[src/chg_pin_pkg.sv]
// Shared constants and carrier types for the charger pin logic
package chg_pin_pkg;

    // Clock rate and interrupt pulse timing
    localparam int unsigned CLK_HZ          = 25_000_000;
    localparam int unsigned FAULT_PULSE_US  = 128;
    localparam int unsigned FAULT_PULSE_CYC =
        (FAULT_PULSE_US * (CLK_HZ / 1_000_000) > 0) ?
        FAULT_PULSE_US * (CLK_HZ / 1_000_000) : 1;

    // Wishbone register byte addresses
    localparam logic [7:0] ADDR_CONTROL = 8'h00;
    localparam logic [7:0] ADDR_STATUS  = 8'h04;
    localparam logic [7:0] ADDR_FAULT   = 8'h08;

    // Control register field positions
    localparam int unsigned CTL_STATUS_SEL_LSB = 0;
    localparam int unsigned CTL_GPO_LEVEL_BIT  = 2;
    localparam int unsigned CTL_RAIL_LSB       = 4;
    localparam int unsigned CTL_SHIP_REQ_BIT   = 8;
    localparam int unsigned CTL_RESET_REQ_BIT  = 9;

    // Reset values
    localparam logic [1:0] STATUS_SEL_RESET = 2'h0;
    localparam logic [2:0] RAIL_RESET       = 3'h0;
    localparam logic       GPO_LEVEL_RESET  = 1'b1;

    // Status output source selection
    localparam logic [1:0] STATUS_SEL_PGOOD = 2'h0;
    localparam logic [1:0] STATUS_SEL_GPO   = 2'h1;
    localparam logic [1:0] STATUS_SEL_MRCPY = 2'h2;

    // System rail setting code for input pass-through
    localparam logic [2:0] RAIL_PASS_THROUGH = 3'h7;

    typedef enum logic [1:0] {
        PWR_ACTIVE,
        PWR_LOW_POWER,
        PWR_SHIP
    } power_state_t;

    typedef struct packed {
        logic [1:0] status_sel;
        logic       gpo_level;
        logic [2:0] system_rail_setting;
    } ctrl_cfg_t;

    typedef struct packed {
        logic input_supply;
        logic charge_enable_n;
        logic low_power_select_n;
        logic manual_reset_n;
    } pin_in_t;

endpackage

[src/sync2.sv]
// Two-stage synchroniser for asynchronous pin inputs
`timescale 1ns/1ps
module sync2 #(
    parameter int unsigned WIDTH = 1,
    parameter logic [WIDTH-1:0] RESET_VAL = '0
) (
    input  wire logic             clk_i,
    input  wire logic             rst_i,
    input  wire logic [WIDTH-1:0] d_i,
    output logic      [WIDTH-1:0] q_o
);
    logic [WIDTH-1:0] meta;

    always_ff @(posedge clk_i or posedge rst_i) begin
        if (rst_i) begin
            meta <= RESET_VAL;
            q_o  <= RESET_VAL;
        end else begin
            meta <= d_i;
            q_o  <= meta;
        end
    end
endmodule // sync2

[src/pulse_timer.sv]
// Fixed-length pulse generator, retriggerable only in the last cycle of a pulse
`timescale 1ns/1ps
module pulse_timer #(
    parameter int unsigned LENGTH = 3200
) (
    input  wire logic clk_i,
    input  wire logic rst_i,
    input  wire logic trig_i,
    output logic      pulse_o
);
    localparam int unsigned CW = $clog2(LENGTH + 1);
    logic [CW-1:0] remain;

    always_ff @(posedge clk_i or posedge rst_i) begin
        if (rst_i) begin
            remain  <= '0;
            pulse_o <= 1'b0;
        end else if (trig_i && remain == '0) begin
            // A fault during a pulse is absorbed, except in its last cycle, where it extends the pulse by a full length
            remain  <= CW'(LENGTH - 1);
            pulse_o <= 1'b1;
        end else if (remain != '0) begin
            remain  <= remain - 1'b1;
            pulse_o <= 1'b1;
        end else begin
            pulse_o <= 1'b0;
        end
    end
endmodule // pulse_timer

[src/charger_control_pin_logic.sv]
// Pin-level control logic of the charger: charge gate, low power, fault pulse, status pin
// Overview of operation
// - Charging enabled when charge-enable pin is low and input supply is valid.
// - On battery, low-power select driven low puts the device in low power mode.
// - Low-power select is ignored whenever the input supply is present.
// - Faults are reported on a dedicated open-drain interrupt pin.
// - Each fault gives one 128 us low pulse on the interrupt pin. Here a fault during a pulse gives none, but one in its last cycle lengthens it.
// - Manual reset pin resets the device or wakes it from ship mode.
// - Status pin shows power good, or a general output, or manual reset copy.
// - System rail setting code 111 selects input pass-through.
//
// Added by the designer: the Wishbone register port and the placing of the registers.
`timescale 1ns/1ps
module charger_control_pin_logic
    import chg_pin_pkg::*;
#(
    parameter int unsigned PULSE_CYCLES = FAULT_PULSE_CYC
) (
    input  wire logic        CLK_SYS_I,
    input  wire logic        RST_I,
    input  wire logic        INPUT_SUPPLY_I,
    input  wire logic        CHARGE_ENABLE_N_I,
    input  wire logic        LOW_POWER_SELECT_N_I,
    input  wire logic        MANUAL_RESET_N_I,
    input  wire logic        POWER_GOOD_I,
    input  wire logic        FAULT_I,
    input  wire logic        WB_CYC_I,
    input  wire logic        WB_STB_I,
    input  wire logic        WB_WE_I,
    input  wire logic [7:0]  WB_ADR_I,
    input  wire logic [3:0]  WB_SEL_I,
    input  wire logic [31:0] WB_DAT_I,
    output logic      [31:0] WB_DAT_O,
    output logic             WB_ACK_O,
    output logic             CHARGE_EN_O,
    output logic             LOW_POWER_O,
    output logic             SERIAL_ALLOWED_O,
    output logic             PASS_THROUGH_O,
    output logic             DEVICE_RESET_O,
    output logic             SHIP_MODE_O,
    output logic             INT_N_O,
    output logic             INT_OE_O,
    output logic             STATUS_N_O,
    output logic             STATUS_OE_O
);
    pin_in_t      pins;
    ctrl_cfg_t    cfg;
    power_state_t pstate;
    logic         button_prev;
    logic         fault_sticky;
    logic         fault_pulse;
    logic         wb_req;
    logic         next_status_n;
    logic [31:0]  next_rdata;

    // Charge-enable and select pins float low, so reset to the enabled level
    sync2 #(
        .WIDTH    (4),
        .RESET_VAL(4'h1)
    ) u_pin_sync (
        .clk_i(CLK_SYS_I),
        .rst_i(RST_I),
        .d_i  ({INPUT_SUPPLY_I, CHARGE_ENABLE_N_I, LOW_POWER_SELECT_N_I, MANUAL_RESET_N_I}),
        .q_o  (pins)
    );

    pulse_timer #(
        .LENGTH(PULSE_CYCLES)
    ) u_fault_pulse (
        .clk_i  (CLK_SYS_I),
        .rst_i  (RST_I),
        .trig_i (FAULT_I),
        .pulse_o(fault_pulse)
    );

    assign wb_req = WB_CYC_I && WB_STB_I && !WB_ACK_O;

    // Bus acknowledge: one cycle after the request, dropped the next cycle
    always_ff @(posedge CLK_SYS_I or posedge RST_I) begin
        if (RST_I) begin
            WB_ACK_O <= 1'b0;
        end else begin
            WB_ACK_O <= wb_req;
        end
    end

    // Configuration register writes, byte lane 0 only
    always_ff @(posedge CLK_SYS_I or posedge RST_I) begin
        if (RST_I) begin
            cfg.status_sel          <= STATUS_SEL_RESET;
            cfg.gpo_level           <= GPO_LEVEL_RESET;
            cfg.system_rail_setting <= RAIL_RESET;
        end else if (wb_req && WB_WE_I && WB_ADR_I == ADDR_CONTROL) begin
            if (WB_SEL_I[0]) begin
                cfg.status_sel          <= WB_DAT_I[CTL_STATUS_SEL_LSB +: 2];
                cfg.gpo_level           <= WB_DAT_I[CTL_GPO_LEVEL_BIT];
                cfg.system_rail_setting <= WB_DAT_I[CTL_RAIL_LSB +: 3];
            end
        end
    end

    // Power state: low power and ship handling
    always_ff @(posedge CLK_SYS_I or posedge RST_I) begin
        if (RST_I) begin
            pstate         <= PWR_ACTIVE;
            button_prev    <= 1'b1;
            DEVICE_RESET_O <= 1'b0;
        end else begin
            button_prev    <= pins.manual_reset_n;
            DEVICE_RESET_O <= 1'b0;
            case (pstate)
                PWR_ACTIVE, PWR_LOW_POWER: begin
                    if (wb_req && WB_WE_I && WB_ADR_I == ADDR_CONTROL && WB_SEL_I[1]
                        && WB_DAT_I[CTL_SHIP_REQ_BIT]) begin
                        pstate <= PWR_SHIP;
                    end else if (!pins.input_supply && !pins.low_power_select_n) begin
                        pstate <= PWR_LOW_POWER;
                    end else begin
                        pstate <= PWR_ACTIVE;
                    end
                    // Falling edge of manual reset outside ship mode resets
                    if ((button_prev && !pins.manual_reset_n) ||
                        (wb_req && WB_WE_I && WB_ADR_I == ADDR_CONTROL && WB_SEL_I[1]
                         && WB_DAT_I[CTL_RESET_REQ_BIT])) begin
                        DEVICE_RESET_O <= 1'b1;
                    end
                end
                PWR_SHIP: begin
                    if (button_prev && !pins.manual_reset_n) begin
                        pstate <= PWR_ACTIVE;
                    end
                end
                default: pstate <= PWR_ACTIVE;
            endcase
        end
    end

    // Sticky fault record, set wins over a clearing write
    always_ff @(posedge CLK_SYS_I or posedge RST_I) begin
        if (RST_I) begin
            fault_sticky <= 1'b0;
        end else if (FAULT_I) begin
            fault_sticky <= 1'b1;
        end else if (wb_req && WB_WE_I && WB_ADR_I == ADDR_FAULT && WB_SEL_I[0]
                     && WB_DAT_I[0]) begin
            fault_sticky <= 1'b0;
        end
    end

    // Derived pin outputs
    always_ff @(posedge CLK_SYS_I or posedge RST_I) begin
        if (RST_I) begin
            CHARGE_EN_O      <= 1'b0;
            LOW_POWER_O      <= 1'b0;
            SERIAL_ALLOWED_O <= 1'b0;
            PASS_THROUGH_O   <= 1'b0;
            SHIP_MODE_O      <= 1'b0;
            INT_N_O          <= 1'b0;
            INT_OE_O         <= 1'b0;
            STATUS_N_O       <= 1'b0;
            STATUS_OE_O      <= 1'b0;
        end else begin
            CHARGE_EN_O      <= pins.input_supply && !pins.charge_enable_n;
            LOW_POWER_O      <= (pstate == PWR_LOW_POWER);
            // On battery the serial bus is served only with the select held high
            SERIAL_ALLOWED_O <= pins.input_supply || pins.low_power_select_n;
            PASS_THROUGH_O   <= (cfg.system_rail_setting == RAIL_PASS_THROUGH);
            SHIP_MODE_O      <= (pstate == PWR_SHIP);
            INT_N_O          <= 1'b0;
            INT_OE_O         <= fault_pulse;
            STATUS_N_O       <= 1'b0;
            STATUS_OE_O      <= !next_status_n;
        end
    end

    always_comb begin
        case (cfg.status_sel)
            STATUS_SEL_PGOOD: next_status_n = !POWER_GOOD_I;
            STATUS_SEL_GPO:   next_status_n = cfg.gpo_level;
            STATUS_SEL_MRCPY: next_status_n = pins.manual_reset_n;
            default:          next_status_n = 1'b1;
        endcase
    end

    always_comb begin
        next_rdata = '0;
        case (WB_ADR_I)
            ADDR_CONTROL: begin
                next_rdata[CTL_STATUS_SEL_LSB +: 2] = cfg.status_sel;
                next_rdata[CTL_GPO_LEVEL_BIT]       = cfg.gpo_level;
                next_rdata[CTL_RAIL_LSB +: 3]       = cfg.system_rail_setting;
            end
            ADDR_STATUS: begin
                next_rdata[0] = CHARGE_EN_O;
                next_rdata[1] = LOW_POWER_O;
                next_rdata[2] = SHIP_MODE_O;
                next_rdata[3] = pins.input_supply;
                next_rdata[4] = PASS_THROUGH_O;
                next_rdata[5] = SERIAL_ALLOWED_O;
            end
            ADDR_FAULT:   next_rdata[0] = fault_sticky;
            default:      next_rdata = '0;
        endcase
    end

    always_ff @(posedge CLK_SYS_I or posedge RST_I) begin
        if (RST_I) begin
            WB_DAT_O <= '0;
        end else if (wb_req && !WB_WE_I) begin
            WB_DAT_O <= next_rdata;
        end
    end

    // Interrupt driven only during a pulse, held for at least 8 cycles
    a_int_pulse_len: assert property (@(posedge CLK_SYS_I) disable iff (RST_I)
        $rose(INT_OE_O) |-> INT_OE_O [*8])
        else $error("Interrupt pulse too short");
    a_int_released: assert property (@(posedge CLK_SYS_I) disable iff (RST_I)
        !$past(fault_pulse) |-> !INT_OE_O)
        else $error("Interrupt driven outside a pulse");
    a_int_drive_low: assert property (@(posedge CLK_SYS_I) disable iff (RST_I)
        INT_OE_O |-> !INT_N_O)
        else $error("Interrupt not driven low");
    a_fault_starts_pulse: assert property (@(posedge CLK_SYS_I) disable iff (RST_I)
        (FAULT_I && !fault_pulse) |-> ##2 INT_OE_O)
        else $error("Fault did not start a pulse");
    a_charge_gate: assert property (@(posedge CLK_SYS_I) disable iff (RST_I)
        CHARGE_EN_O |-> $past(pins.input_supply) && !$past(pins.charge_enable_n))
        else $error("Charging without valid supply or enable");
    a_select_ignored: assert property (@(posedge CLK_SYS_I) disable iff (RST_I)
        (pins.input_supply && pstate != PWR_SHIP) |=> ##1 !LOW_POWER_O)
        else $error("Low power entered with supply present");
    a_low_power_entry: assert property (@(posedge CLK_SYS_I) disable iff (RST_I)
        (!pins.input_supply && !pins.low_power_select_n && pstate == PWR_ACTIVE
         && !wb_req) |=> ##1 LOW_POWER_O)
        else $error("Low power not entered on battery");
    a_pass_through: assert property (@(posedge CLK_SYS_I) disable iff (RST_I)
        (cfg.system_rail_setting == RAIL_PASS_THROUGH) |=> PASS_THROUGH_O)
        else $error("Pass-through not selected for code 111");
    a_ship_wake: assert property (@(posedge CLK_SYS_I) disable iff (RST_I)
        (pstate == PWR_SHIP && button_prev && !pins.manual_reset_n) |=> pstate == PWR_ACTIVE)
        else $error("Manual reset did not wake from ship mode");

    // Bus handshake: one acknowledge per taken request
    a_ack_answers: assert property (@(posedge CLK_SYS_I) disable iff (RST_I)
        wb_req |=> WB_ACK_O)
        else $error("Bus request not acknowledged");
    a_ack_single: assert property (@(posedge CLK_SYS_I) disable iff (RST_I)
        WB_ACK_O |=> !WB_ACK_O)
        else $error("Acknowledge held longer than one cycle");

    // Charge gate in the enabling direction
    a_charge_on: assert property (@(posedge CLK_SYS_I) disable iff (RST_I)
        (pins.input_supply && !pins.charge_enable_n) |=> CHARGE_EN_O)
        else $error("Charging not enabled with supply and enable");

    // Select input only matters on battery
    a_low_power_exit: assert property (@(posedge CLK_SYS_I) disable iff (RST_I)
        (pins.input_supply && pstate == PWR_LOW_POWER && !wb_req) |=> pstate == PWR_ACTIVE)
        else $error("Low power kept with supply present");
    a_serial_on_supply: assert property (@(posedge CLK_SYS_I) disable iff (RST_I)
        pins.input_supply |=> SERIAL_ALLOWED_O)
        else $error("Serial access blocked with supply present");
    a_serial_block: assert property (@(posedge CLK_SYS_I) disable iff (RST_I)
        (!pins.input_supply && !pins.low_power_select_n) |=> !SERIAL_ALLOWED_O)
        else $error("Serial access allowed with select low on battery");

    // Manual reset edge: reset pulse when awake, none while shipped
    a_button_reset: assert property (@(posedge CLK_SYS_I) disable iff (RST_I)
        (pstate != PWR_SHIP && button_prev && !pins.manual_reset_n) |=> DEVICE_RESET_O)
        else $error("Manual reset edge gave no reset pulse");
    a_no_reset_ship: assert property (@(posedge CLK_SYS_I) disable iff (RST_I)
        (pstate == PWR_SHIP) |=> !DEVICE_RESET_O)
        else $error("Reset pulse while in ship mode");
    a_ship_report: assert property (@(posedge CLK_SYS_I) disable iff (RST_I)
        (pstate == PWR_SHIP) |=> SHIP_MODE_O)
        else $error("Ship mode not reported");

    // Status pin follows the selected source, released on select 3
    a_status_pgood: assert property (@(posedge CLK_SYS_I) disable iff (RST_I)
        (cfg.status_sel == STATUS_SEL_PGOOD) |=> (STATUS_OE_O == $past(POWER_GOOD_I)))
        else $error("Status pin does not follow power good");
    a_status_gpo: assert property (@(posedge CLK_SYS_I) disable iff (RST_I)
        (cfg.status_sel == STATUS_SEL_GPO) |=> (STATUS_OE_O == !$past(cfg.gpo_level)))
        else $error("Status pin does not follow general output level");
    a_status_copy: assert property (@(posedge CLK_SYS_I) disable iff (RST_I)
        (cfg.status_sel == STATUS_SEL_MRCPY) |=> (STATUS_OE_O == !$past(pins.manual_reset_n)))
        else $error("Status pin does not copy manual reset");
    a_status_released: assert property (@(posedge CLK_SYS_I) disable iff (RST_I)
        (cfg.status_sel == 2'h3) |=> !STATUS_OE_O)
        else $error("Status pin driven while released");
    a_status_low: assert property (@(posedge CLK_SYS_I) disable iff (RST_I)
        STATUS_OE_O |-> !STATUS_N_O)
        else $error("Status pin not driven low");

    // Sticky fault record: a fault always wins over a clear
    a_fault_sticky: assert property (@(posedge CLK_SYS_I) disable iff (RST_I)
        FAULT_I |=> fault_sticky)
        else $error("Fault not recorded");

    // Pass-through only for its own code
    a_pass_off: assert property (@(posedge CLK_SYS_I) disable iff (RST_I)
        (cfg.system_rail_setting != RAIL_PASS_THROUGH) |=> !PASS_THROUGH_O)
        else $error("Pass-through selected for another code");
endmodule // charger_control_pin_logic

[config.mk]
export PLATFORM = sky130hd
export DESIGN_NAME = charger_control_pin_logic
export DESIGN_NICKNAME = d
export VERILOG_FILES = /design/src/chg_pin_pkg.sv /design/src/sync2.sv /design/src/pulse_timer.sv /design/src/charger_control_pin_logic.sv
export SDC_FILE = /design/constraint.sdc
export NUM_CORES = 1
export LEC_CHECK = 0
export ABC_AREA = 1
export ABC_CLOCK_PERIOD_IN_PS = 1800
export BUFFER_PORTS_ARGS = -buffer_cell sky130_fd_sc_hd__clkbuf_2
export CAP_MARGIN = 15
export CORE_ASPECT_RATIO = 2
export CORE_MARGIN = 2
export CORE_UTILIZATION = 50
export CTS_BUF_LIST = sky130_fd_sc_hd__clkbuf_8
export DETAILED_ROUTE_END_ITERATION = 10
export GPL_ROUTABILITY_DRIVEN = 0
export PLACE_DENSITY = 0.78
export RECOVER_POWER = 100
export SYNTH_ARGS = -nofsm -noshare
export SYNTH_HDL_FRONTEND = slang
export SYNTH_HIERARCHICAL = 1
export SYNTH_SLANG_ARGS = --single-unit
[constraint.sdc]
create_clock -name CLK_SYS_I -period 1.8 [get_ports CLK_SYS_I]
set_input_delay 0.18 -clock CLK_SYS_I [delete_from_list [all_inputs] [get_ports CLK_SYS_I]]
set_output_delay 0.18 -clock CLK_SYS_I [all_outputs]
set_load 0.02 [all_outputs]
## Word level (Yosys, flattened, before mapping)

Index checks and enable logic that the tools add are counted.

| word-level totals | value |
|---|---|
| bits of input ports | 55 |
| output and inout port bits | 43 |
| logic and storage cells | 81 |
| flip-flop bits (word level) | 47 |

| cells by class | value |
|---|---|
| equality and inequality tests | 8 |
| reduce and logical (&&, ||, !) cells | 34 |
| multiplexer cells | 18 |
| add/subtract/negate cells | 1 |

Operators by type and width:

| cell | count |
|---|---|
| $mux 12 | 2 |
| $logic_and 1x1->1 | 15 |
| $logic_not 12->1 | 1 |
| $pmux 2 s2 | 3 |
| $reduce_bool 12->1 | 1 |
| $sub 12x1->12 const B | 1 |
| $mux 1 | 9 |
| $eq 8x3->1 const B | 1 |
| $eq 8x4->1 const B | 1 |
| $logic_not 1->1 | 8 |
| $logic_not 8->1 | 1 |
| $pmux 1 s3 | 2 |
| $eq 2x1->1 const B | 2 |
| $eq 2x2->1 const B | 2 |
| $logic_not 2->1 | 2 |
| $mux 2 | 2 |
| $reduce_bool 2->1 | 2 |
| $eq 3x3->1 const B | 1 |
| $logic_or 1x1->1 | 2 |
| $ne 2x2->1 const B | 1 |
| $reduce_and 2->1 | 1 |
| $reduce_or 2->1 | 1 |

## Longest topological paths before layout

Gate-level depths: netlist of the first run.

| logic depth | value |
|---|---|
| depth after elaboration | 9 |
| depth in mapped cells | 8 |
| gate-level depth less buffers | 8 |

## Hierarchy

The synthesis of the first run kept the hierarchy.

Modules (own cells, without submodules):

| module | cells each | instances | seq. area each (um^2) | area each (um^2) |
|---|---|---|---|---|
| charger_control_pin_logic | 161 | 1 | 653.1 | 1423.9 |
| pulse_timer | 117 | 1 | 325.3 | 840.8 |
| sync2 | 9 | 1 | 202.7 | 206.4 |

## Worst setup path before layout of the first run

Ideal clock, no wire load.

| timing | value |
|---|---|
| path kind | register to register |
| start | reg u_fault_pulse.remain[0] |
| end | reg u_fault_pulse.remain[1] |
| stages on the path, launching flop included | 8 |
| arrival time | 1.230 ns |
| period minus slack after synthesis | 1.347 ns |
| slack | 0.453 ns |
| library setup time | 0.117 ns |
| path buffers | 0 |
| required time | 1.683 ns |
| cells stage by stage | dfrtp_1 -> inv_1 -> ha_1 -> nand2_1 -> nor2_1 -> nand3_1 -> o21ai_1 -> inv_1 |

| between the ends | value |
|---|---|
| cells in the longest elaborated chain, start to end | 3 |
| elaborated cells on any way between the ends | 7 |
| classes of those cells | add/sub: 1; mux: 2; reduce/logical: 4 |

RTL lines:

| item | RTL line | source |
|---|---|---|
| start: declaration | pulse_timer.sv:12 | `logic [CW-1:0] remain;` |
| start signal: assignment | pulse_timer.sv:20 | `remain <= CW'(LENGTH - 1);` |
| start signal: assignment | pulse_timer.sv:23 | `remain <= remain - 1'b1;` |
| $sub 12x1->12 / $logic_not 12->1 (equally long branches) | pulse_timer.sv:23, pulse_timer.sv:18 |  |
| $mux 12 / $logic_and 1x1->1 (equally long branches) | pulse_timer.sv:22, pulse_timer.sv:18 |  |
| $mux 12 / $reduce_bool 2->1 (equally long branches) | -- |  |

Parallel ways exist; a longest one is shown, timed or not. The select of a mux whose other input is x is not followed.
A chain may end at the register's enable or synchronous reset.

## Final worst setup path of the first run

| timing | value |
|---|---|
| start | reg u_fault_pulse.remain[0] |
| end | reg u_fault_pulse.remain[11] |

The elaborated chain is that of the path after synthesis.

==> results of run 1 <==
per-layer routing:
metal / wire, µm / global-route usage [%] / vias up
met5: 0 / 0 / -
met4: 243 / 14.4 / 0
met3: 214 / 3.30 / 19
met2: 2830 / 37.7 / 57
met1: 1560 / 17.4 / 888
li1: - / - / 949
flip-flops by register name, indices dropped and copies added (netlist names):
signal / count
WB_DAT_O: 7
button_prev: 1
CHARGE_EN_O: 1
SHIP_MODE_O: 1
LOW_POWER_O: 1
WB_ACK_O: 1
STATUS_OE_O: 1
INT_OE_O: 1
PASS_THROUGH_O: 1
DEVICE_RESET_O: 1
u_fault_pulse/remain: 12
fault_sticky: 1
u_pin_sync/q_o: 4
SERIAL_ALLOWED_O: 1
u_pin_sync/meta: 4
cfg: 6
pstate: 2
u_fault_pulse/pulse_o: 1
cell usage in the layout, fill, tap and decap left out:
cell	count
nand2_1	62
dfrtp_1	43
inv_1	39
nand3_1	34
nor2_1	29
clkbuf_2	28
conb_1	27
clkbuf_1	18
clkbuf_8	7
nor2_2	6
dlygate4sd3_1	5
o21ai_0	4
nand4_1	4
nor2_4	3
inv_2	3
nor3_2	3
dfstp_2	3
nand2_2	2
nor3_1	2
or2_1	2
a21oi_1	2
ha_1	2
nand2_4	1
o211ai_1	1
o211ai_2	1
or2_2	1
o311a_1	1
nand4_4	1
a21oi_2	1
o21ai_2	1
clkinvlp_4	1
buf_4	1
nand3_2	1
o21ai_1	1
nand3b_1	1
xor2_1	1
xnor2_1	1
dfstp_1	1
layout make-up:
class                      count  area [µm²]  share of cell area (%)
inverter                      42         158                    5.76
clock buffer                   7        96.3                    3.52
clock inverter                 1        7.51                   0.274
timing repair buffer          52         265                    9.70
sequential                    47        1180                    43.2
tap                           57        71.3                    2.61
multi-input combinational    195         956                    34.9
worst min path at each step:
stage / end / slack, ns / depth (start not counted)
global route: cfg[3] / 0.09 / 3
global placement: u_pin_sync/meta[3] / 0.13 / 2
finish: cfg[3] / 0.09 / 3
floorplan: u_pin_sync/meta[1] / -0.006 / 1
CTS: cfg[3] / 0.08 / 3
detailed placement: u_pin_sync/meta[1] / 0.13 / 2
power groups by stage:
stage / clock network (W) / registers, W / logic, W
2_1_floorplan: 0 / 0.00113 / 0.000151
6_report: 0.000694 / 0.00109 / 0.000183
5_1_grt: 0.000761 / 0.00110 / 0.000206
4_1_cts: 0.000722 / 0.00109 / 0.000197
3_5_place_dp: 0 / 0.00111 / 0.000187
3_3_place_gp: 0 / 0.00111 / 0.000184
kinds of logic (layout without fill, tap and decap cells):
| kind of cell | Yosys count | after routing | share of synthesized area [%] |
|---|---|---|---|
| and+or+nand+nor | 152 | 152 | 31.3 |
| other | 1 | 27 | 0.152 |
| xor gates and xnor gates | 2 | 2 | 0.709 |
| AOI/OAI and AO/OA | 12 | 12 | 3.54 |
| adders and majority gates | 2 | 2 | 1.01 |
| buffers and inverters | 71 | 102 | 15.5 |
| DFF | 47 | 47 | 47.8 |
what timing repair did:
| item | 4_1_cts | 5_1_grt |
|---|---|---|
| hold endpoints to repair | 47 | 0 |
| hold buffers | 5 | 0 |
| resized for setup | 0 | 0 |
metrics by stage:
stage | hold WS (ns) | util, % | power [W] | cell area [µm²]
after floorplan | -0.00577 | - | 0.00128 | 2570
after global placement | 0.125 | 55.1 | 0.00130 | 2660
after detailed placement | 0.134 | 55.1 | 0.00130 | 2660
after CTS | 0.0762 | 58.3 | 0.00201 | 2810
after global routing | 0.0923 | 56.7 | 0.00206 | 2740
final | 0.0895 | 56.7 | 0.00197 | 2740
tightest hold or removal path, delay by kind of cell:
family,cells,cell delay (ns)
and+or+nand+nor,2,0.12
buffers and inverters,1,0.09
==> results.toml, run 1 <==
[pwr]
ir_drop_v = 0.000520
pwr-share-clk_pct = 35.3
power_frac_seq_pct = 55.5
p_comb_share_pct = 9.3
intPower_w = 0.00148
power.net_switching_w = 0.000490
powerDensity_nw_per_um2 = 720
sw_frac_of_total_pct = 24.9
p_leak_nw = 1.43

[yosys]
synthTopCellsByArea = "dfrtp_1 44%, nand2_1 9.3%, buf_4 8.5%, nand3_1 6.5%, inv_1 5.9%"
syn-cell-area_um2 = 2470
synth_top_area_cell = "dfrtp_1"
synth_top_area_share_pct = 43.5
synth_ff_type = "dfrtp_1"
async_reset_ff_share_pct = 100
yosysWarnings = 6
synth_edf_count = 0
netlist_top_cells_count = "61 x nand2_1, 43 x dfrtp_1, 39 x inv_1"
yosysMostFrequentCell = "nand2_1"
yosys_register_bits = 47
synth.distinct_cells = 34
synthCells = 287
syn_area_per_cell_um2 = 8.61
seq_area_frac_synth_pct = 47.8

[critical_path]
critPathRequiredTime_ns = 2.04
worst_setup_path_end_kind = "flip-flop"
startpoint = "u_fault_pulse/remain[0]"
path_buf_inv = 2
path_class = "flip-flop to flip-flop"
startpoint_type = "flip-flop"
rrSetupSlack_ns = 0.17
reg2reg_depth = 8
rr_startpoint = "u_fault_pulse/remain[0]"
max_stage_delay_ns = 0.44
path_depth = 8
cp_max_fo = 7
arrival_ns = 1.87
path_cells = "inv_1 -> ha_1 -> nand2_2 -> nor2_4 -> nand3_1 -> nand3_1 -> nand2_1 -> inv_1"
crit_end = "u_fault_pulse/remain[11]"
rr_endpoint = "u_fault_pulse/remain[11]"
crit_path_top_delay_cell = "dfrtp_1"
cpLargestDelayFamily = "simple AND/OR/NAND/NOR gates"

[flow_run]
maxCapViolCount = 0

[clock_network]
clock-sinks = 47
cts_inserted_buffers = 5
cts_setup_buffers = 0
cts_tree = "built"
path_clk_slew_ns = 0.08
clock_latency_ns = 0.30
cts_max_level = 2
clk_path_buf_depth = 2
clock-root-buffer = "clkbuf_8"

[timing]
rsz0062_at_grt = "false"
setup_tns_ns = 0
fin_worst_skew_ns = 0.00498
period_share_pct = 90.4
drv_slew = 0
setup_viol = 0
slew_headroom_pct = 57.8
fin_crit_ns = 1.63
setup_slack_ns = 0.172
fmax_ghz = 0.614
tightest_slew_ns = 0.633
hold_violations = 0

[die]
std_cell_rows = 36
initial_core_util_pct = 51.3
core_um2 = 4820
die_w_um = 53.7
dieArea_um2 = 5550
io_pins = 98
die_y_um = 103

[hold_path]
hold_class = "input pin to flip-flop"
hold_start = "WB_DAT_I[2]"

[placed_design]
place_ws_ns = 0.273
dp_hpwl_mm = 3.91
io_buffers = 44
dp_cells = 388

[route]
drtIter0Drc = 32
postRouteAntennaNets = 0
wl_mm = 4.85
wire_per_inst_um = 12.1
via_per_inst = 4.77
drc = 0
drt-pass1-iter-count = 4
vias = 1913

[global_route]
grt_usage_pct = 19.9
grt_pass1_wl_mm = 7.88
grt_max_degree = 27
antenna_found_initial = 0
overflow = 0
grt_pass1_vias = 1868

[layout]
drive_above_1_share_pct = 18.6
antenna_cells = 0
n_fill_cell = 453
final_nets = 400
area_delta_synth_final_pct = 10.7
stdcell_count = 401

[outcome]
status = "complete, no violations"
No activity file was read; power rests on OpenSTA's default activity.
==> run 2: changes to the inputs <==
--- a/config.mk
+++ b/config.mk
@@ -11,11 +11,10 @@
 export CAP_MARGIN = 15
 export CORE_ASPECT_RATIO = 2
 export CORE_MARGIN = 2
-export CORE_UTILIZATION = 50
+export CORE_UTILIZATION = 34
 export CTS_BUF_LIST = sky130_fd_sc_hd__clkbuf_8
 export DETAILED_ROUTE_END_ITERATION = 10
 export GPL_ROUTABILITY_DRIVEN = 0
-export PLACE_DENSITY = 0.78
 export RECOVER_POWER = 100
 export SYNTH_ARGS = -nofsm -noshare
 export SYNTH_HDL_FRONTEND = slang
==> run 2 against run 1 <==
Via count shrank 2.1%. Sequential power hardly changed. Highest routed layer unchanged. Critical path type unchanged. Critical endpoint is now u_fault_pulse/remain[2]. Clock skew hardly changed. Cell area rose by 1.1%. Cell count increased by 8.7%. Global-route usage is 7.6 points lower. First-iteration DRC count grew to 2.8 times the previous value. Largest power group unchanged. Hold slack improved by 0.0034 ns. Utilization decreased by 18 points. Sequential cell count did not move. Routed wire length down 6.2%. Clock power is 9.1% lower.
==> results.toml, run 2 (synthesis results as in run 1) <==
[clock_network]
cts_tree = "built"
clock-sinks = 47
path_clk_slew_ns = 0.09
cts_inserted_buffers = 5
cts_max_level = 2
hold_buffers = 5
cts_resized = 0
clock_latency_ns = 0.29
clk_path_buf_depth = 2
clock-root-buffer = "clkbuf_8"
cts_setup_buffers = 0

[global_route]
grt_usage_pct = 12.3
antenna_found_initial = 0
grt_pass1_vias = 1822
overflow = 0
grt_pass1_wl_mm = 7.91
grt_max_degree = 27

[pwr]
ir_drop_v = 0.000534
powerDensity_nw_per_um2 = 689
p_leak_nw = 1.42
power_w = 0.00191

[die]
die_y_um = 125
io_pins = 98
std_cell_rows = 44
dieArea_um2 = 8010
core_um2 = 7160
initial_core_util_pct = 34.5
die_w_um = 64.3

[timing]
fin_worst_skew_ns = 0.00532
setup_viol = 0
rsz0062_at_grt = "false"
period_share_pct = 89.2
setup_tns_ns = 0
tightest_slew_ns = 0.640
hold_violations = 0
slew_headroom_pct = 57.3
fmax_ghz = 0.623
drv_slew = 0
fin_crit_ns = 1.61
setup_slack_ns = 0.194

[route]
postRouteAntennaNets = 0
wl_met2_mm = 2.27
drtIter0Drc = 91
wire_per_inst_um = 10.4
highest_layer = "met4"
drc = 0
m1WireLength_mm = 2.04
dr_wl_met3_um = 198
drt-pass1-iter-count = 4
wl_mm = 4.55
vias = 1873
via_per_inst = 4.30

[critical_path]
arrival_ns = 1.79
cp_max_fo = 6
cpLargestDelayFamily = "simple AND/OR/NAND/NOR gates"
reg2reg_depth = 7
rr_endpoint = "u_fault_pulse/remain[2]"
max_stage_delay_ns = 0.42
path_class = "flip-flop to flip-flop"
worst_setup_path_end_kind = "flip-flop"
rrSetupSlack_ns = 0.19
startpoint_type = "flip-flop"
path_cells = "inv_1 -> ha_1 -> nand2_2 -> nor2_1 -> nand3_2 -> inv_2 -> a21oi_1"
path_buf_inv = 2
rr_startpoint = "u_fault_pulse/remain[0]"
critPathRequiredTime_ns = 1.98
crit_path_top_delay_cell = "dfrtp_1"

[outcome]
status = "complete, no violations"

[layout]
largest_reg_flops = 12
largestRegisters = "u_fault_pulse/remain x12, WB_DAT_O x7, cfg x6"
design_area_um2 = 2770
n_fill_cell = 795
antenna_cells = 0
final_cell_mix = "61 x nand2_1, 43 x dfrtp_1, 40 x inv_1"
max_flop_register = "u_fault_pulse/remain"
drive_above_1_share_pct = 18.3
area_delta_synth_final_pct = 11.9
final_nets = 400
stdcell_count = 436
layout_commonest_cell = "nand2_1"

[placed_design]
place_ws_ns = 0.239
dp_hpwl_mm = 3.68
place_area_um2 = 2700
dp_cells = 423
io_buffers = 44

[hold_path]
hold_class = "input pin to flip-flop"
hold_start = "WB_DAT_I[2]"
min_to = "cfg[3]"
hold_path_depth = 3

[flow_run]
maxCapViolCount = 0
==> run 2: worst register-to-register path: cells and delay by family (launching register included) <==
family	cells	cell delay [ns]
AND/OR/NAND/NOR	3	0.48
flip-flops	1	0.42
buffers and inverters	2	0.31
adder cells (fa/ha/maj)	1	0.23
AO/OA/AOI/OAI	1	0.05
==> run 2: cell type report <==
type	count	area, µm²	share of cell area (%)
repair buffers	52	269	9.72
clock buffers	5	68.8	2.49
well taps	92	115	4.16
clock inverters	3	20.0	0.724
inverters	42	158	5.70
flip-flops and latches	47	1180	42.7
multi-input cells	195	955	34.5
==> run 2: how the worst max path moves through the flow <==
stage / startpoint / slack, ns / to / depth (start not counted)
final: u_fault_pulse/remain[0] / 0.19 / u_fault_pulse/remain[2] / 7
after detailed placement: u_fault_pulse/remain[0] / 0.24 / u_fault_pulse/remain[1] / 7
after floorplan: u_fault_pulse/remain[0] / 0.45 / u_fault_pulse/remain[1] / 7
after global placement: u_fault_pulse/remain[0] / 0.26 / u_fault_pulse/remain[1] / 7
after CTS: u_fault_pulse/remain[0] / 0.22 / u_fault_pulse/remain[1] / 7
after global routing: u_fault_pulse/remain[0] / 0.05 / u_fault_pulse/remain[2] / 7
==> run 2: power by group <==
group	leakage (nW)	internal [W]	switching, W
Clock	0.0460	0.000274	0.000357
Sequential	0.575	0.00108	0.0000107
Combinational	0.803	0.0000490	0.000134
Total	1.42	0.00140	0.000501
==> run 2: through the flow <==
step | util (%) | hold slack [ns]
final | 38.7 | 0.0929
after global routing | 38.7 | 0.0824
after CTS | 39.7 | 0.0747
after detailed placement | 37.7 | 0.142
after global placement | 37.7 | 0.140
after floorplan | - | -0.00577
==> run 2: layer usage <==
metal / vias up / track usage [%]
li1: 950 / -
met1: 875 / 16.4
met2: 44 / 20.2
met3: 4 / 1.81
met4: 0 / 4.13
met5: - / 0
==> run 3: changes to the inputs <==
--- a/config.mk
+++ b/config.mk
@@ -5,7 +5,7 @@
 export SDC_FILE = /design/constraint.sdc
 export NUM_CORES = 1
 export LEC_CHECK = 0
-export ABC_AREA = 1
+export ABC_AREA = 0
 export ABC_CLOCK_PERIOD_IN_PS = 1800
 export BUFFER_PORTS_ARGS = -buffer_cell sky130_fd_sc_hd__clkbuf_2
 export CAP_MARGIN = 15
==> run 3 against run 2 <==
Via count shrank 12%. Synthesized cell count shrank 30%. Highest routed layer unchanged. Critical path depth down 4. Clock skew is 0.00074 ns lower.
==> results.toml, run 3 <==
[layout]
final_util_pct = 41.6
layout_commonest_cell = "dfrtp_1"
largest_reg_flops = 12
largestRegisters = "u_fault_pulse/remain x12, WB_DAT_O x7, cfg x6"
antenna_cells = 0
max_flop_register = "u_fault_pulse/remain"
final_nets = 319
area_delta_synth_final_pct = 19.4
final_cell_mix = "43 x dfrtp_1, 29 x clkbuf_2, 27 x conb_1"
drive_above_1_share_pct = 22.8

[timing]
holdWs_ns = 0.114
period_share_pct = 95.3
rsz0062_at_grt = "false"
setup_slack_ns = 0.0837
tightest_slew_ns = 0.632
drv_slew = 0
slew_headroom_pct = 57.9
hold_violations = 0
setup_viol = 0
fin_crit_ns = 1.72
setup_tns_ns = 0
fmax_ghz = 0.583
fin_worst_skew_ns = 0.00458

[die]
core_um2 = 6520
die_y_um = 120
io_pins = 98
die_w_um = 61.8
dieArea_um2 = 7390
initial_core_util_pct = 34.9
std_cell_rows = 42

[global_route]
grt_pass1_vias = 1636
grt_max_degree = 27
antenna_found_initial = 0
overflow = 0
grt_pass1_wl_mm = 7.35
grt_usage_pct = 13.2

[yosys]
yosysMostFrequentCell = "dfrtp_1"
yosysWarnings = 6
synth_top_area_share_pct = 47.4
synthCells = 201
synthTopCellsByArea = "dfrtp_1 47%, buf_4 8.9%, dfstp_2 4.6%, mux2i_1 4.4%, mux2_2 3.5%"
synth.distinct_cells = 49
syn_area_per_cell_um2 = 11.3
synth_compound_area_share_pct = 11.0
yosys_register_bits = 47
synth.area.mux_share_pct = 7.88
netlist_top_cells_count = "43 x dfrtp_1, 27 x buf_4, 13 x nand2_1"
seq_area_frac_synth_pct = 52.0
synth-adder-area-share_pct = 1.10
synth_top_family_by_area = "simple AND/OR/NAND/NOR gates"
syn-cell-area_um2 = 2270
synth_edf_count = 0
synth_top_area_cell = "dfrtp_1"
synth-simple-area-share_pct = 15.9
synth_ff_type = "dfrtp_1"
async_reset_ff_share_pct = 100
synth-xor-area-share_pct = 0.386

[clock_network]
cts_setup_buffers = 0
cts_inserted_buffers = 5
cts_max_level = 2
clock-root-buffer = "clkbuf_8"
clock-sinks = 47
cts_tree = "built"
clock_latency_ns = 0.29
path_clk_slew_ns = 0.08
clk_path_buf_depth = 2

[critical_path]
startpoint_type = "flip-flop"
path_class = "flip-flop to flip-flop"
rrSetupSlack_ns = 0.08
arrival_ns = 1.93
critPathRequiredTime_ns = 2.01
worst_setup_path_end_kind = "flip-flop"
rr_endpoint = "u_fault_pulse/remain[11]"
cp_max_fo = 5
reg2reg_depth = 3
crit_path_top_delay_cell = "or4_1"
crit_path_frequent_cell = "or4_1"
max_stage_delay_ns = 0.61
rr_startpoint = "u_fault_pulse/remain[4]"
path_cells = "or4_1 -> or4_1 -> o21ai_1"

[pwr]
p_comb_share_pct = 21.3
ir_drop_v = 0.000767
power.net_switching_w = 0.000756
intPower_w = 0.00195
sw_frac_of_total_pct = 27.9
pwr-share-clk_pct = 32.4
p_leak_nw = 1.25
power_frac_seq_pct = 46.2
powerDensity_nw_per_um2 = 998

[placed_design]
io_buffers = 44
place_ws_ns = 0.0499
dp_hpwl_mm = 3.41

[route]
drt-pass1-iter-count = 4
vias = 1648
drtIter0Drc = 56
wire_per_inst_um = 13.1
drc = 0
via_per_inst = 4.70
postRouteAntennaNets = 0
wl_mm = 4.61

[outcome]
status = "complete, no violations"

[flow_run]
maxCapViolCount = 0

[hold_path]
min_to = "cfg[1]"
hold_start = "WB_DAT_I[5]"
hold_class = "input pin to flip-flop"
hold_path_depth = 2
==> run 3: power by group through the flow <==
stage	Sequential, W	Clock, W	Combinational (W)
after floorplan	0.00127	0	0.000393
after global placement	0.00126	0	0.000527
after detailed placement	0.00127	0	0.000549
after CTS	0.00125	0.000907	0.000561
after global routing	0.00127	0.000942	0.000638
final	0.00125	0.000878	0.000577
==> run 3: cell type report <==
cell class	instances	area [µm²]
clock buffers	5	68.8
clock inverters	3	63.8
fillers	678	3800
inverters	10	37.5
multi-input cells	138	928
flip-flops and latches	47	1180
well taps	88	110
repair buffers	60	323
==> run 3: critical path, delay by kind of cell (launching register included) <==
kind	cells	cell delay (ns)
AND/OR/NAND/NOR	2	1.06
flip-flops	1	0.43
AO/OA/AOI/OAI	1	0.15
==> run 3: metrics by stage <==
stage / power, W / std cells / cell area (µm²)
floorplan: 0.00166 / 227 / 2370
CTS: 0.00272 / 351 / 2740
finish: 0.00271 / 351 / 2710
global placement: 0.00179 / 338 / 2560
global route: 0.00285 / 351 / 2710
detailed placement: 0.00182 / 338 / 2560
==> run 3: worst max path at each step <==
stage / startpoint / end / slack, ns / cells past startpoint
after global routing: u_fault_pulse/remain[1] / u_fault_pulse/remain[7] / 0.009 / 5
after floorplan: u_fault_pulse/remain[6] / u_fault_pulse/remain[11] / 0.11 / 4
after global placement: u_fault_pulse/remain[6] / u_fault_pulse/remain[11] / 0.1 / 3
after CTS: u_fault_pulse/remain[6] / u_fault_pulse/remain[11] / 0.007 / 3
final: u_fault_pulse/remain[4] / u_fault_pulse/remain[11] / 0.08 / 3
after detailed placement: u_fault_pulse/remain[6] / u_fault_pulse/remain[11] / 0.05 / 3
==> run 3: metal layers <==
metal  routed length (µm)  vias to the layer above  track usage [%]
met4                   46                        0             4.65
li1                     -                      790                -
met3                  242                        2             3.13
met5                    0                        -                0
met1                 1950                      808             16.6
met2                 2370                       48             21.4
==> run 3: logic make-up (layout without fill, tap and decap cells) <==
| kind of cell | count (synthesis) | after routing |
|---|---|---|
| DFF | 47 | 47 |
| other | 1 | 27 |
| muxes | 17 | 17 |
| and+or+nand+nor | 58 | 58 |
| xor gates and xnor gates | 1 | 1 |
| AOI/OAI and AO/OA | 33 | 33 |
| adders and majority gates | 2 | 2 |
| buffers and inverters | 42 | 78 |
==> run 3: repair_timing <==
action | in CTS | in global routing
setup endpoints to repair | 0 | 7
resized for setup | 0 | 4
endpoints found under the hold margin | 47 | 0
hold buffers | 5 | 0
